--- src/power_seq_pkg.sv ---
// Shared constants for the power-state sequencer.
package power_seq_pkg;

    // ****************************************************************
    // Clock and timing
    // ****************************************************************
    localparam int CLK_HZ = 20_000_000;
    localparam int TICK_US = 10;
    localparam int TICK_CYCLES = CLK_HZ / 1_000_000 * TICK_US;
    localparam int PRESS_MS = 40;
    localparam int PRESS_TICKS = PRESS_MS * 1000 / TICK_US + 1;
    localparam int SLOT_US = 1280;
    localparam int SLOT_TICKS = SLOT_US / TICK_US;
    localparam int RETRY_MS = 200;
    localparam int RETRY_TICKS = RETRY_MS * 1000 / TICK_US;
    localparam int KEY_OFF_LONG_S = 10;
    localparam int KEY_OFF_SHORT_S = 5;
    localparam int KEY_OFF_LONG_TICKS = KEY_OFF_LONG_S * 100_000 + 1;
    localparam int KEY_OFF_SHORT_TICKS = KEY_OFF_SHORT_S * 100_000 + 1;
    localparam int TIMER_W = 24;

    // ****************************************************************
    // Sequencer shape
    // ****************************************************************
    localparam int NUM_SLOTS = 14;
    localparam int SLOT_W = 4;
    localparam int NUM_SUPPLIES = 11;
    localparam int MAX_RETRIES = 8;
    localparam int WDOG_FAULT_LIMIT = 7;
    localparam int CNT_W = 4;

    // ****************************************************************
    // Register map
    // ****************************************************************
    localparam logic [7:0] ADDR_SYS_CTRL1 = 8'h03;
    localparam logic [7:0] ADDR_WAKE_STATUS = 8'h1F;
    localparam logic [7:0] ADDR_WAKE_MASK = 8'h27;
    localparam int BIT_CHIP_ON = 15;
    localparam int BIT_RETRY_EN = 13;
    localparam int BIT_OFF_DEB_SEL = 3;
    localparam int BIT_KEY_POL = 1;
    localparam logic [15:0] SYS_CTRL1_RESET = 16'h0002;
    localparam logic [15:0] SYS_CTRL1_WMASK = 16'hA00A;
    localparam int WAKE_BITS = 7;
    localparam int FLAG_OFF = 6;
    localparam int FLAG_SLEEP = 5;
    localparam int FLAG_FAULT = 4;
    localparam int FLAG_WDOG = 3;
    localparam int FLAG_GPIO_PWR = 2;
    localparam int FLAG_KEY = 1;
    localparam int FLAG_GPIO_WAKE = 0;

    // ****************************************************************
    // Power states
    // ****************************************************************
    typedef enum logic [2:0] {
        ST_OFF, ST_SEQ, ST_ACTIVE, ST_SLEEP, ST_RETRY_WAIT
    } pwr_state_t;

endpackage

--- src/power_state_sequencer.sv ---
// Power-state sequencer: start-up, timeslots, shutdown and retries.

// What this block does
// - Enabled alarm counts as start-up event.
// - Adaptor feedback above 4.0V starts device.
// - USB above main supply starts device.
// - Ignore start events below supply threshold.
// - USB suspend picks battery, else USB trickle.
// - Battery connection alone never starts device.
// - Flags for start from off, sleep.
// - Flags for fault restarts and watchdog timeouts.
// - Flags for GPIO power, key, wake presses.
// - Irq when any wake flag set.
// - Mask bits suppress irq, not flags; reset unmasked.
// - Fourteen timeslots, each block one slot.
// - Advance after 1.28ms when slot supplies good.
// - Shutdown events send active/sleep to off.
// - GPIO power-off held 40ms shuts down.
// - Key held 10s, or 5s, shuts down.
// - Key polarity bit, reset active-low.
// - Watchdog shuts down on the eighth fault.
// - Start-up sets chip-on; writing zero powers down.
// - Shutdown asserts resets, returns control and mask registers to reset values, enters off.
// - Only fault-enabled supplies trigger shutdown handling.
// - Start-up faults retry up to eight at 200ms, else off.
// - Fault during sleep goes to off.
module power_state_sequencer #(
    parameter int NUM_SUPPLIES = power_seq_pkg::NUM_SUPPLIES,
    parameter int KEY_LONG_TICKS = power_seq_pkg::KEY_OFF_LONG_TICKS,
    parameter int KEY_SHORT_TICKS = power_seq_pkg::KEY_OFF_SHORT_TICKS,
    parameter int RETRY_TICKS = power_seq_pkg::RETRY_TICKS,
    parameter int SLOT_TICKS = power_seq_pkg::SLOT_TICKS
) (
    // Clock and reset
    input wire logic clk_i,
    input wire logic reset_n_i,
    // Register port
    input wire logic reg_wr_i,
    input wire logic reg_rd_i,
    input wire logic [7:0] reg_addr_i,
    input wire logic [15:0] reg_wdata_i,
    output logic [15:0] reg_rdata_o,
    // Start-up sources
    input wire logic power_key_i,
    input wire logic gpio_wake_i,
    input wire logic gpio_power_request_i,
    input wire logic gpio_power_off_request_i,
    input wire logic alarm_i,
    input wire logic alarm_enable_i,
    input wire logic adaptor_above_4v_i,
    input wire logic usb_above_line_i,
    input wire logic usb_suspend_i,
    input wire logic battery_present_i,
    input wire logic line_above_threshold_i,
    // Shutdown sources
    input wire logic thermal_shutdown_i,
    input wire logic watchdog_timeout_i,
    input wire logic sleep_request_i,
    // Supplies
    input wire logic [NUM_SUPPLIES*4-1:0] supply_slot_i,
    input wire logic [NUM_SUPPLIES-1:0] supply_fault_shutdown_en_i,
    input wire logic [NUM_SUPPLIES-1:0] supply_good_i,
    input wire logic [NUM_SUPPLIES-1:0] supply_fault_i,
    output logic [NUM_SUPPLIES-1:0] supply_enable_o,
    // Power path and resets
    output logic run_on_battery_o,
    output logic usb_trickle_100ma_o,
    output logic cpu_reset_n_o,
    output logic memory_reset_out_n_o,
    output logic wake_first_level_irq_o,
    output logic active_o
);

    // ****************************************************************
    // Timing base
    // ****************************************************************
    localparam int TW = power_seq_pkg::TIMER_W;
    localparam int SW = power_seq_pkg::SLOT_W;
    localparam int CW = power_seq_pkg::CNT_W;

    logic tick;
    logic key_active;
    logic key_on_hit, key_off_hit, wake_hit, pwr_hit, off_hit;
    logic [TW-1:0] key_off_limit;
    logic [15:0] sys_ctrl1;
    logic [power_seq_pkg::WAKE_BITS-1:0] wake_status, wake_mask;
    logic [power_seq_pkg::WAKE_BITS-1:0] wake_set;
    power_seq_pkg::pwr_state_t state;
    logic [SW-1:0] slot;
    logic [TW-1:0] timer;
    logic [CW-1:0] retry_count, wdog_count;
    logic restart_cause_fault;
    logic start_from_off, start_from_sleep;
    logic start_event, supply_fault, shutdown_event, slot_good;
    logic seq_done, alarm_q, adaptor_q, usb_q;

    tick_divider #(.DIV(power_seq_pkg::TICK_CYCLES)) u_div (
        .clk_i(clk_i),
        .reset_n_i(reset_n_i),
        .tick_o(tick)
    );

    // Polarity bit set means the key is active low.
    assign key_active = sys_ctrl1[power_seq_pkg::BIT_KEY_POL] ?
        !power_key_i : power_key_i;
    assign key_off_limit = sys_ctrl1[power_seq_pkg::BIT_OFF_DEB_SEL] ?
        TW'(KEY_SHORT_TICKS) : TW'(KEY_LONG_TICKS);

    // ****************************************************************
    // Press qualifiers
    // ****************************************************************
    // Start-up presses must exceed 40ms of held level.
    hold_detect #(.TICKS(power_seq_pkg::PRESS_TICKS), .W(TW)) u_key_on (
        .clk_i(clk_i), .reset_n_i(reset_n_i), .tick_i(tick),
        .limit_i('0), .use_limit_i(1'b0),
        .active_i(key_active), .hit_o(key_on_hit)
    );
    hold_detect #(.TICKS(power_seq_pkg::PRESS_TICKS), .W(TW)) u_wake (
        .clk_i(clk_i), .reset_n_i(reset_n_i), .tick_i(tick),
        .limit_i('0), .use_limit_i(1'b0),
        .active_i(gpio_wake_i), .hit_o(wake_hit)
    );
    hold_detect #(.TICKS(power_seq_pkg::PRESS_TICKS), .W(TW)) u_pwr (
        .clk_i(clk_i), .reset_n_i(reset_n_i), .tick_i(tick),
        .limit_i('0), .use_limit_i(1'b0),
        .active_i(gpio_power_request_i), .hit_o(pwr_hit)
    );
    hold_detect #(.TICKS(power_seq_pkg::PRESS_TICKS), .W(TW)) u_off (
        .clk_i(clk_i), .reset_n_i(reset_n_i), .tick_i(tick),
        .limit_i('0), .use_limit_i(1'b0),
        .active_i(gpio_power_off_request_i), .hit_o(off_hit)
    );
    // The off detector only counts while running, so a start press
    // held into ACTIVE begins its long count afresh.
    hold_detect #(.TICKS(1), .W(TW)) u_key_off (
        .clk_i(clk_i), .reset_n_i(reset_n_i), .tick_i(tick),
        .limit_i(key_off_limit), .use_limit_i(1'b1),
        .active_i(key_active && active_o), .hit_o(key_off_hit)
    );

    // Level sources are edge detected so a held level is one event.
    always_ff @(posedge clk_i or negedge reset_n_i) begin
        if (!reset_n_i) begin
            alarm_q <= 1'b0;
            adaptor_q <= 1'b0;
            usb_q <= 1'b0;
        end else begin
            alarm_q <= alarm_i && alarm_enable_i;
            adaptor_q <= adaptor_above_4v_i;
            usb_q <= usb_above_line_i;
        end
    end

    // Battery presence alone is deliberately not a start source.
    assign start_event = line_above_threshold_i &&
        (key_on_hit || wake_hit || pwr_hit ||
         (alarm_i && alarm_enable_i && !alarm_q) ||
         (adaptor_above_4v_i && !adaptor_q) ||
         (usb_above_line_i && !usb_q));

    // ****************************************************************
    // Supply slots and faults
    // ****************************************************************
    // Each supply is enabled from its own slot onward.
    always_comb begin
        slot_good = 1'b1;
        supply_fault = 1'b0;
        for (int i = 0; i < NUM_SUPPLIES; i++) begin
            if (supply_slot_i[i*4 +: 4] == slot && !supply_good_i[i]) begin
                slot_good = 1'b0;
            end
            if (supply_fault_i[i] && supply_fault_shutdown_en_i[i]) begin
                supply_fault = 1'b1;
            end
        end
    end
    assign seq_done = slot == SW'(power_seq_pkg::NUM_SLOTS - 1);

    always_ff @(posedge clk_i or negedge reset_n_i) begin
        if (!reset_n_i) begin
            supply_enable_o <= '0;
        end else begin
            for (int i = 0; i < NUM_SUPPLIES; i++) begin
                supply_enable_o[i] <= (state == power_seq_pkg::ST_SEQ &&
                    supply_slot_i[i*4 +: 4] <= slot) ||
                    state == power_seq_pkg::ST_ACTIVE ||
                    state == power_seq_pkg::ST_SLEEP;
            end
        end
    end

    // Software clearing chip-on, thermal, off pin, long key, watchdog.
    assign shutdown_event = (reg_wr_i &&
        reg_addr_i == power_seq_pkg::ADDR_SYS_CTRL1 &&
        !reg_wdata_i[power_seq_pkg::BIT_CHIP_ON]) ||
        thermal_shutdown_i || off_hit || key_off_hit ||
        (watchdog_timeout_i &&
         wdog_count >= CW'(power_seq_pkg::WDOG_FAULT_LIMIT));

    // ****************************************************************
    // Main state machine
    // ****************************************************************
    always_ff @(posedge clk_i or negedge reset_n_i) begin
        if (!reset_n_i) begin
            state <= power_seq_pkg::ST_OFF;
            slot <= '0;
            timer <= '0;
            retry_count <= '0;
            restart_cause_fault <= 1'b0;
            start_from_off <= 1'b0;
            start_from_sleep <= 1'b0;
        end else begin
            start_from_off <= 1'b0;
            start_from_sleep <= 1'b0;
            case (state)
                power_seq_pkg::ST_OFF: begin
                    slot <= '0;
                    timer <= '0;
                    if (start_event) begin
                        state <= power_seq_pkg::ST_SEQ;
                        start_from_off <= 1'b1;
                        restart_cause_fault <= 1'b0;
                    end
                end
                power_seq_pkg::ST_SEQ: begin
                    if (supply_fault) begin
                        if (sys_ctrl1[power_seq_pkg::BIT_RETRY_EN] &&
                            retry_count < CW'(power_seq_pkg::MAX_RETRIES)) begin
                            state <= power_seq_pkg::ST_RETRY_WAIT;
                            retry_count <= retry_count + CW'(1);
                            timer <= '0;
                        end else begin
                            state <= power_seq_pkg::ST_OFF;
                            retry_count <= '0;
                        end
                    end else if (tick) begin
                        if (timer + TW'(1) >= TW'(SLOT_TICKS)
                            && slot_good) begin
                            timer <= '0;
                            if (seq_done) begin
                                state <= power_seq_pkg::ST_ACTIVE;
                                retry_count <= '0;
                            end else begin
                                slot <= slot + SW'(1);
                            end
                        end else if (timer + TW'(1) <
                            TW'(SLOT_TICKS)) begin
                            timer <= timer + TW'(1);
                        end
                    end
                end
                power_seq_pkg::ST_RETRY_WAIT: begin
                    slot <= '0;
                    if (tick) begin
                        if (timer + TW'(1) >= TW'(RETRY_TICKS)) begin
                            state <= power_seq_pkg::ST_SEQ;
                            restart_cause_fault <= 1'b1;
                            timer <= '0;
                        end else begin
                            timer <= timer + TW'(1);
                        end
                    end
                end
                power_seq_pkg::ST_ACTIVE: begin
                    if (shutdown_event || supply_fault) begin
                        state <= power_seq_pkg::ST_OFF;
                    end else if (sleep_request_i) begin
                        state <= power_seq_pkg::ST_SLEEP;
                    end
                end
                power_seq_pkg::ST_SLEEP: begin
                    if (shutdown_event || supply_fault) begin
                        state <= power_seq_pkg::ST_OFF;
                    end else if (start_event || !sleep_request_i) begin
                        state <= power_seq_pkg::ST_ACTIVE;
                        start_from_sleep <= 1'b1;
                    end
                end
                default: state <= power_seq_pkg::ST_OFF;
            endcase
        end
    end

    // Watchdog faults are counted across restarts until shutdown.
    always_ff @(posedge clk_i or negedge reset_n_i) begin
        if (!reset_n_i) begin
            wdog_count <= '0;
        end else if (state == power_seq_pkg::ST_OFF) begin
            wdog_count <= '0;
        end else if (watchdog_timeout_i &&
            wdog_count < CW'(power_seq_pkg::WDOG_FAULT_LIMIT)) begin
            wdog_count <= wdog_count + CW'(1);
        end
    end

    // ****************************************************************
    // Outputs: power path and resets
    // ****************************************************************
    always_ff @(posedge clk_i or negedge reset_n_i) begin
        if (!reset_n_i) begin
            run_on_battery_o <= 1'b0;
            usb_trickle_100ma_o <= 1'b0;
            cpu_reset_n_o <= 1'b0;
            memory_reset_out_n_o <= 1'b0;
            active_o <= 1'b0;
        end else begin
            if (start_from_off) begin
                run_on_battery_o <= usb_suspend_i ? battery_present_i :
                    !usb_above_line_i;
                usb_trickle_100ma_o <= usb_above_line_i && !usb_suspend_i;
            end else if (state == power_seq_pkg::ST_OFF) begin
                usb_trickle_100ma_o <= 1'b0;
            end
            cpu_reset_n_o <= state == power_seq_pkg::ST_ACTIVE;
            memory_reset_out_n_o <= state == power_seq_pkg::ST_ACTIVE;
            active_o <= state == power_seq_pkg::ST_ACTIVE;
        end
    end

    // ****************************************************************
    // Registers
    // ****************************************************************
    // Control is reset on every entry to OFF, as well as at power-up.
    always_ff @(posedge clk_i or negedge reset_n_i) begin
        if (!reset_n_i) begin
            sys_ctrl1 <= power_seq_pkg::SYS_CTRL1_RESET;
            wake_mask <= '0;
        end else if (state == power_seq_pkg::ST_OFF) begin
            sys_ctrl1 <= power_seq_pkg::SYS_CTRL1_RESET;
            wake_mask <= '0;
        end else begin
            if (state == power_seq_pkg::ST_ACTIVE && !cpu_reset_n_o) begin
                sys_ctrl1[power_seq_pkg::BIT_CHIP_ON] <= 1'b1;
            end else if (reg_wr_i &&
                reg_addr_i == power_seq_pkg::ADDR_SYS_CTRL1) begin
                sys_ctrl1 <= reg_wdata_i & power_seq_pkg::SYS_CTRL1_WMASK;
            end
            if (reg_wr_i && reg_addr_i == power_seq_pkg::ADDR_WAKE_MASK) begin
                wake_mask <= reg_wdata_i[power_seq_pkg::WAKE_BITS-1:0];
            end
        end
    end

    // Cause flags are set from qualified events.
    always_comb begin
        wake_set = '0;
        wake_set[power_seq_pkg::FLAG_OFF] = start_from_off;
        wake_set[power_seq_pkg::FLAG_SLEEP] = start_from_sleep;
        wake_set[power_seq_pkg::FLAG_FAULT] = state ==
            power_seq_pkg::ST_ACTIVE && !active_o && restart_cause_fault;
        wake_set[power_seq_pkg::FLAG_WDOG] = watchdog_timeout_i &&
            state != power_seq_pkg::ST_OFF;
        wake_set[power_seq_pkg::FLAG_GPIO_PWR] = pwr_hit &&
            line_above_threshold_i;
        wake_set[power_seq_pkg::FLAG_KEY] = key_on_hit &&
            line_above_threshold_i;
        wake_set[power_seq_pkg::FLAG_GPIO_WAKE] = wake_hit &&
            line_above_threshold_i;
    end

    // A set arriving with the read-clear wins, so no event is lost.
    always_ff @(posedge clk_i or negedge reset_n_i) begin
        if (!reset_n_i) begin
            wake_status <= '0;
        end else if (reg_rd_i &&
            reg_addr_i == power_seq_pkg::ADDR_WAKE_STATUS) begin
            wake_status <= wake_set;
        end else begin
            wake_status <= wake_status | wake_set;
        end
    end

    // Read data and irq are registered.
    always_ff @(posedge clk_i or negedge reset_n_i) begin
        if (!reset_n_i) begin
            reg_rdata_o <= 16'h0000;
            wake_first_level_irq_o <= 1'b0;
        end else begin
            wake_first_level_irq_o <= |(wake_status & ~wake_mask);
            if (!reg_rd_i) begin
                reg_rdata_o <= reg_rdata_o;
            end else if (reg_addr_i == power_seq_pkg::ADDR_SYS_CTRL1) begin
                reg_rdata_o <= sys_ctrl1;
            end else if (reg_addr_i == power_seq_pkg::ADDR_WAKE_STATUS) begin
                reg_rdata_o <= {9'h000, wake_status};
            end else if (reg_addr_i == power_seq_pkg::ADDR_WAKE_MASK) begin
                reg_rdata_o <= {9'h000, wake_mask};
            end else begin
                reg_rdata_o <= 16'h0000;
            end
        end
    end

endmodule

--- src/tick_divider.sv ---
// Divider that issues a one-cycle enable every DIV clocks.
module tick_divider #(
    parameter int DIV = 200
) (
    // Clock and reset
    input wire logic clk_i,
    input wire logic reset_n_i,
    // Enable pulse
    output logic tick_o
);

    logic [15:0] count;

    // Free-running count; the pulse is registered so it is glitch free.
    always_ff @(posedge clk_i or negedge reset_n_i) begin
        if (!reset_n_i) begin
            count <= 16'h0000;
            tick_o <= 1'b0;
        end else if (count == 16'(DIV - 1)) begin
            count <= 16'h0000;
            tick_o <= 1'b1;
        end else begin
            count <= count + 16'h0001;
            tick_o <= 1'b0;
        end
    end

endmodule

--- src/hold_detect.sv ---
// Qualifier that pulses once when an input stays active long enough.
module hold_detect #(
    parameter int TICKS = 4001,
    parameter int W = 24
) (
    // Clock and reset
    input wire logic clk_i,
    input wire logic reset_n_i,
    // Timing
    input wire logic tick_i,
    input wire logic [W-1:0] limit_i,
    input wire logic use_limit_i,
    // Level to qualify
    input wire logic active_i,
    // One pulse per press
    output logic hit_o
);

    logic [W-1:0] count;
    logic fired;
    logic [W-1:0] target;

    assign target = use_limit_i ? limit_i : W'(TICKS);

    // Count ticks while active; fire once so a held key is one event.
    always_ff @(posedge clk_i or negedge reset_n_i) begin
        if (!reset_n_i) begin
            count <= '0;
            fired <= 1'b0;
            hit_o <= 1'b0;
        end else if (!active_i) begin
            count <= '0;
            fired <= 1'b0;
            hit_o <= 1'b0;
        end else if (tick_i && !fired && count + W'(1) >= target) begin
            fired <= 1'b1;
            hit_o <= 1'b1;
        end else begin
            if (tick_i && !fired) begin
                count <= count + W'(1);
            end
            hit_o <= 1'b0;
        end
    end

endmodule

--- config.mk ---
export PLATFORM = sky130hd
export DESIGN_NAME = power_state_sequencer
export DESIGN_NICKNAME = d
export VERILOG_FILES = /design/src/power_seq_pkg.sv /design/src/power_state_sequencer.sv /design/src/tick_divider.sv /design/src/hold_detect.sv
export SDC_FILE = /design/constraint.sdc
export NUM_CORES = 1
export LEC_CHECK = 0
export ABC_CLOCK_PERIOD_IN_PS = 8800
export BUFFER_PORTS_ARGS = -buffer_cell sky130_fd_sc_hd__buf_2
export CAP_MARGIN = 25
export CORE_MARGIN = 2
export CORE_UTILIZATION = 65
export DETAILED_ROUTE_END_ITERATION = 7
export GPL_TIMING_DRIVEN = 0
export PLACE_DENSITY_LB_ADDON = 0.08
export SETUP_SLACK_MARGIN = 0.3
export SLEW_MARGIN = 20
export SYNTH_ARGS = -nofsm -noshare
export SYNTH_HDL_FRONTEND = slang
export SYNTH_SLANG_ARGS = --single-unit
--- constraint.sdc ---
create_clock -name clk_i -period 8.8 [get_ports clk_i]
set_input_delay 1.76 -clock clk_i [delete_from_list [all_inputs] [get_ports clk_i]]
set_output_delay 1.76 -clock clk_i [all_outputs]
set_load 0.005 [all_outputs]
==> flow_metrics.py <==
metrics = {
    "status": {
        "status": "completed",
    },
    "detailed_routing": {
        "ant_nets": 0,
        "firstDrtPassIters": 7,
        "avgRoutedWirePerCell_um": 16.9,
        "vias_per_cell": 6.23,
        "drcViolationCount": 0,
        "finalWirelength_um": 34500,
        "dr_total_vias": 12666,
        "drtIter0Drc": 793,
    },
    "floorplan": {
        "core_area_mm2": 0.0216,
        "die_h_um": 152,
        "ios": 152,
        "die_area_mm2": 0.0230,
        "row_count": 54,
        "die_x_um": 152,
        "initial_core_util_pct": 65.6,
    },
    "placement": {
        "routabilityCongestion": 0.946,
        "io_buffers": 136,
        "dpl.hpwl_um": 24200,
    },
    "global_routing": {
        "grt_pass1_vias": 11780,
        "grt_pass1_wl_um": 56300,
        "antenna_found_initial": 1,
        "gr-total-overflow": 0,
        "grt_usage_pct": 29.8,
        "grt_max_degree": 94,
    },
    "critical_path": {
        "slowest_delay_ns": 0.69,
        "startpoint_type": "input pin",
        "cp.buffers_inverters": 2,
        "crit_family": "compound AO/OA/AOI/OAI gates",
        "path_cells": "buf_2 -> a22o_1 -> a221oi_1 -> nand3_1 -> a211oi_2 -> and3_1 -> o21ai_0 -> a31oi_1 -> or2_2 -> clkbuf_1 -> o221ai_1",
        "cp.required_ns": 9.18,
        "cpMaxStageDelayCell": "a31oi_1",
        "rrSetupSlack_ns": 4.65,
        "end_kind": "flip-flop",
        "path_max_fanout": 10,
        "arrival_ns": 4.95,
        "critical_path_class": "input pin to flip-flop",
    },
    "logic_synthesis": {
        "syn_area_mm2": 0.0142,
        "yosys.area_share.adder_pct": 6.44,
        "syn_area_per_cell_um2": 9.08,
        "synth_seq_cells": 234,
        "synth_compound_area_share_pct": 16.5,
        "synth_top_family_by_area": "simple AND/OR/NAND/NOR gates",
        "synth_xor_area_share_pct": 5.00,
        "ys_seq_area_share_pct": 41.3,
        "synth_edf_count": 0,
        "synth_cells": 1563,
        "synth-async-reset-ratio_pct": 100,
        "ys_types": 80,
        "synth_mux_area_share_pct": 1.48,
        "yosys_warnings": 0,
        "synthSimpleGateAreaFrac_pct": 24.8,
        "synth-main-ff-cell": "dfrtp_1",
    },
    "clock_network": {
        "cts_max_path_buffers": 3,
        "cts_resized": 0,
        "cts_buffers": 26,
        "clkTransAtPathRegs_ns": 0.06,
        "htree_levels": 1,
        "cts.hold.buffers_added": 0,
        "cts_root_buf": "clkbuf_16",
        "cts_tree": "built",
        "insertion_delay_ns": 0.53,
        "numClockSinks": 234,
        "post-cts-setup-buffer-count": 0,
    },
    "power": {
        "switchingPower_uw": 527,
        "total_leakage_power_uw": 0.00743,
        "seqPwrFrac_pct": 46.2,
        "p_int_uw": 1860,
        "comb_power_share_pct": 5.8,
        "total_power_uw": 2390,
        "switching_share_pct": 22.0,
        "powerDensity_mw_per_mm2": 147,
        "p_clk_share_pct": 48.1,
        "ir_drop_mv": 0.132,
    },
    "min_path": {
        "min_path_type": "flip-flop to flip-flop",
    },
    "sta": {
        "tightest_slew_ns": 0.956,
        "slew_headroom_pct": 35.8,
        "fin_tns_setup_ns": 0,
        "holdWs_ns": 0.427,
        "clock-skew-final_ns": 0.00883,
        "hold_viol": 0,
        "max_freq_mhz": 219,
        "finalCritPeriodShare_pct": 52.0,
        "finalSetupViolCount": 0,
        "min_period_ns": 4.57,
        "rsz0062_at_grt": "false",
        "drv_slew": 0,
    },
    "final_layout": {
        "antenna_cells": 0,
        "fill_cells": 1586,
        "final_cell_mix": "dfrtp_1 (233), buf_2 (138), nand2_1 (127)",
        "final_nets": 1928,
        "final_common_cell": "dfrtp_1",
        "areaGrowthSynthToFinish_pct": 14.5,
        "layout-drive-gt1-share_pct": 13.1,
    },
    "run": {
        "cap_violations": 0,
    },
}
## per-stage QoR
step / util (%) / cells / instance area [um2] / setup slack (ns)
floorplan: - / 1569 / 14200 / 4.74
global placement: 70.5 / 1985 / 15200 / 1.98
detailed placement: 70.8 / 1987 / 15300 / 3.81
CTS: 75.1 / 2033 / 16200 / 4.36
global route: 75.1 / 2034 / 16200 / 4.01
finish: 75.1 / 2034 / 16200 / 4.23
## kinds of logic after synthesis
logic type,Yosys count
AND/OR/NAND/NOR,657
AO/OA/AOI/OAI,345
flip-flops,234
buffers and inverters,152
XOR/XNOR,81
adder cells (fa/ha/maj),73
multiplexers,20
other,1
## cells in the mapped netlist, types with 14 or more instances
master	count	share of area (%)
nor3_1	49	1.7
nand4_1	53	2.3
nor2_1	97	2.6
inv_1	81	2.1
clkbuf_1	52	1.4
and2_1	32	1.4
a21oi_1	60	2.1
xor2_1	32	2.0
nor2b_1	19	0.84
nand2_1	127	3.4
o21ai_0	88	3.1
ha_1	73	6.4
a22o_1	14	0.86
and3_1	69	3.0
or3_1	45	2.0
dfrtp_1	233	41
nand3_1	75	2.6
nor4_1	31	1.4
a21boi_0	23	1.2
o21a_1	15	0.79
and4_1	16	0.99
o22ai_1	17	0.75
xnor2_1	49	3.0
## sequential cells by signal, summed over array words and instances, names as in the netlist, 7 cells and up
name and flops:
u_pwr.count 24, wake_mask 7, u_div.count 16, u_off.count 24
u_key_off.count 24, timer 24, wake_status 7, reg_rdata_o 9
supply_enable_o 11, u_key_on.count 24, u_wake.count 24
## power groups by stage
| stage | Clock (uW) | Combinational (uW) | Sequential [uW] |
|---|---|---|---|
| 4_1_cts | 1160 | 139 | 1100 |
| 3_5_place_dp | 0 | 137 | 1120 |
| 5_1_grt | 1200 | 159 | 1100 |
| 3_3_place_gp | 0 | 126 | 1120 |
| 2_1_floorplan | 0 | 63.7 | 1120 |
| 6_report | 1150 | 138 | 1100 |
## path summary, 6_finish.rpt
check | from | end | depth (start not counted)
setup / recovery | supply_fault_i[3] | timer[5]$_DFFE_PN0P_ | 11
hold / removal | start_from_sleep$_DFF_PN0_ | wake_status[5]$_DFF_PN0_ | 1
setup reg to reg | timer[1]$_DFFE_PN0P_ | timer[4]$_DFFE_PN0P_ | 11
hold reg to reg | start_from_sleep$_DFF_PN0_ | wake_status[5]$_DFF_PN0_ | 1
max in group asynchronous | reset_n_i | sys_ctrl1[1]$_DFFE_PN1P_ | 3
min in group asynchronous | reset_n_i | supply_enable_o[8]$_DFF_PN0_ | 1
## metal layers
| layer | vias to the layer above | GRT usage (%) | part of all wire (%) |
|---|---|---|---|
| li1 | 6062 | - | - |
| met3 | 81 | 3.29 | 5.9 |
| met2 | 427 | 49.3 | 47 |
| met5 | - | 0 | 0 |
| met4 | 0 | 8.61 | 2.6 |
| met1 | 6096 | 41.7 | 44 |
## area by class of cell
cell class                 count  area [um2]  share of cell area (%)
inverter                      83         312                    1.92
clock inverter                12         163                    1.00
buffer                        69         320                    1.97
multi-input combinational   1183        7740                    47.6
tap                          280         350                    2.16
sequential                   234        5860                    36.1
clock buffer                  34         752                    4.63
timing repair buffer         139         751                    4.62
(Power assumes the default switching activity.)
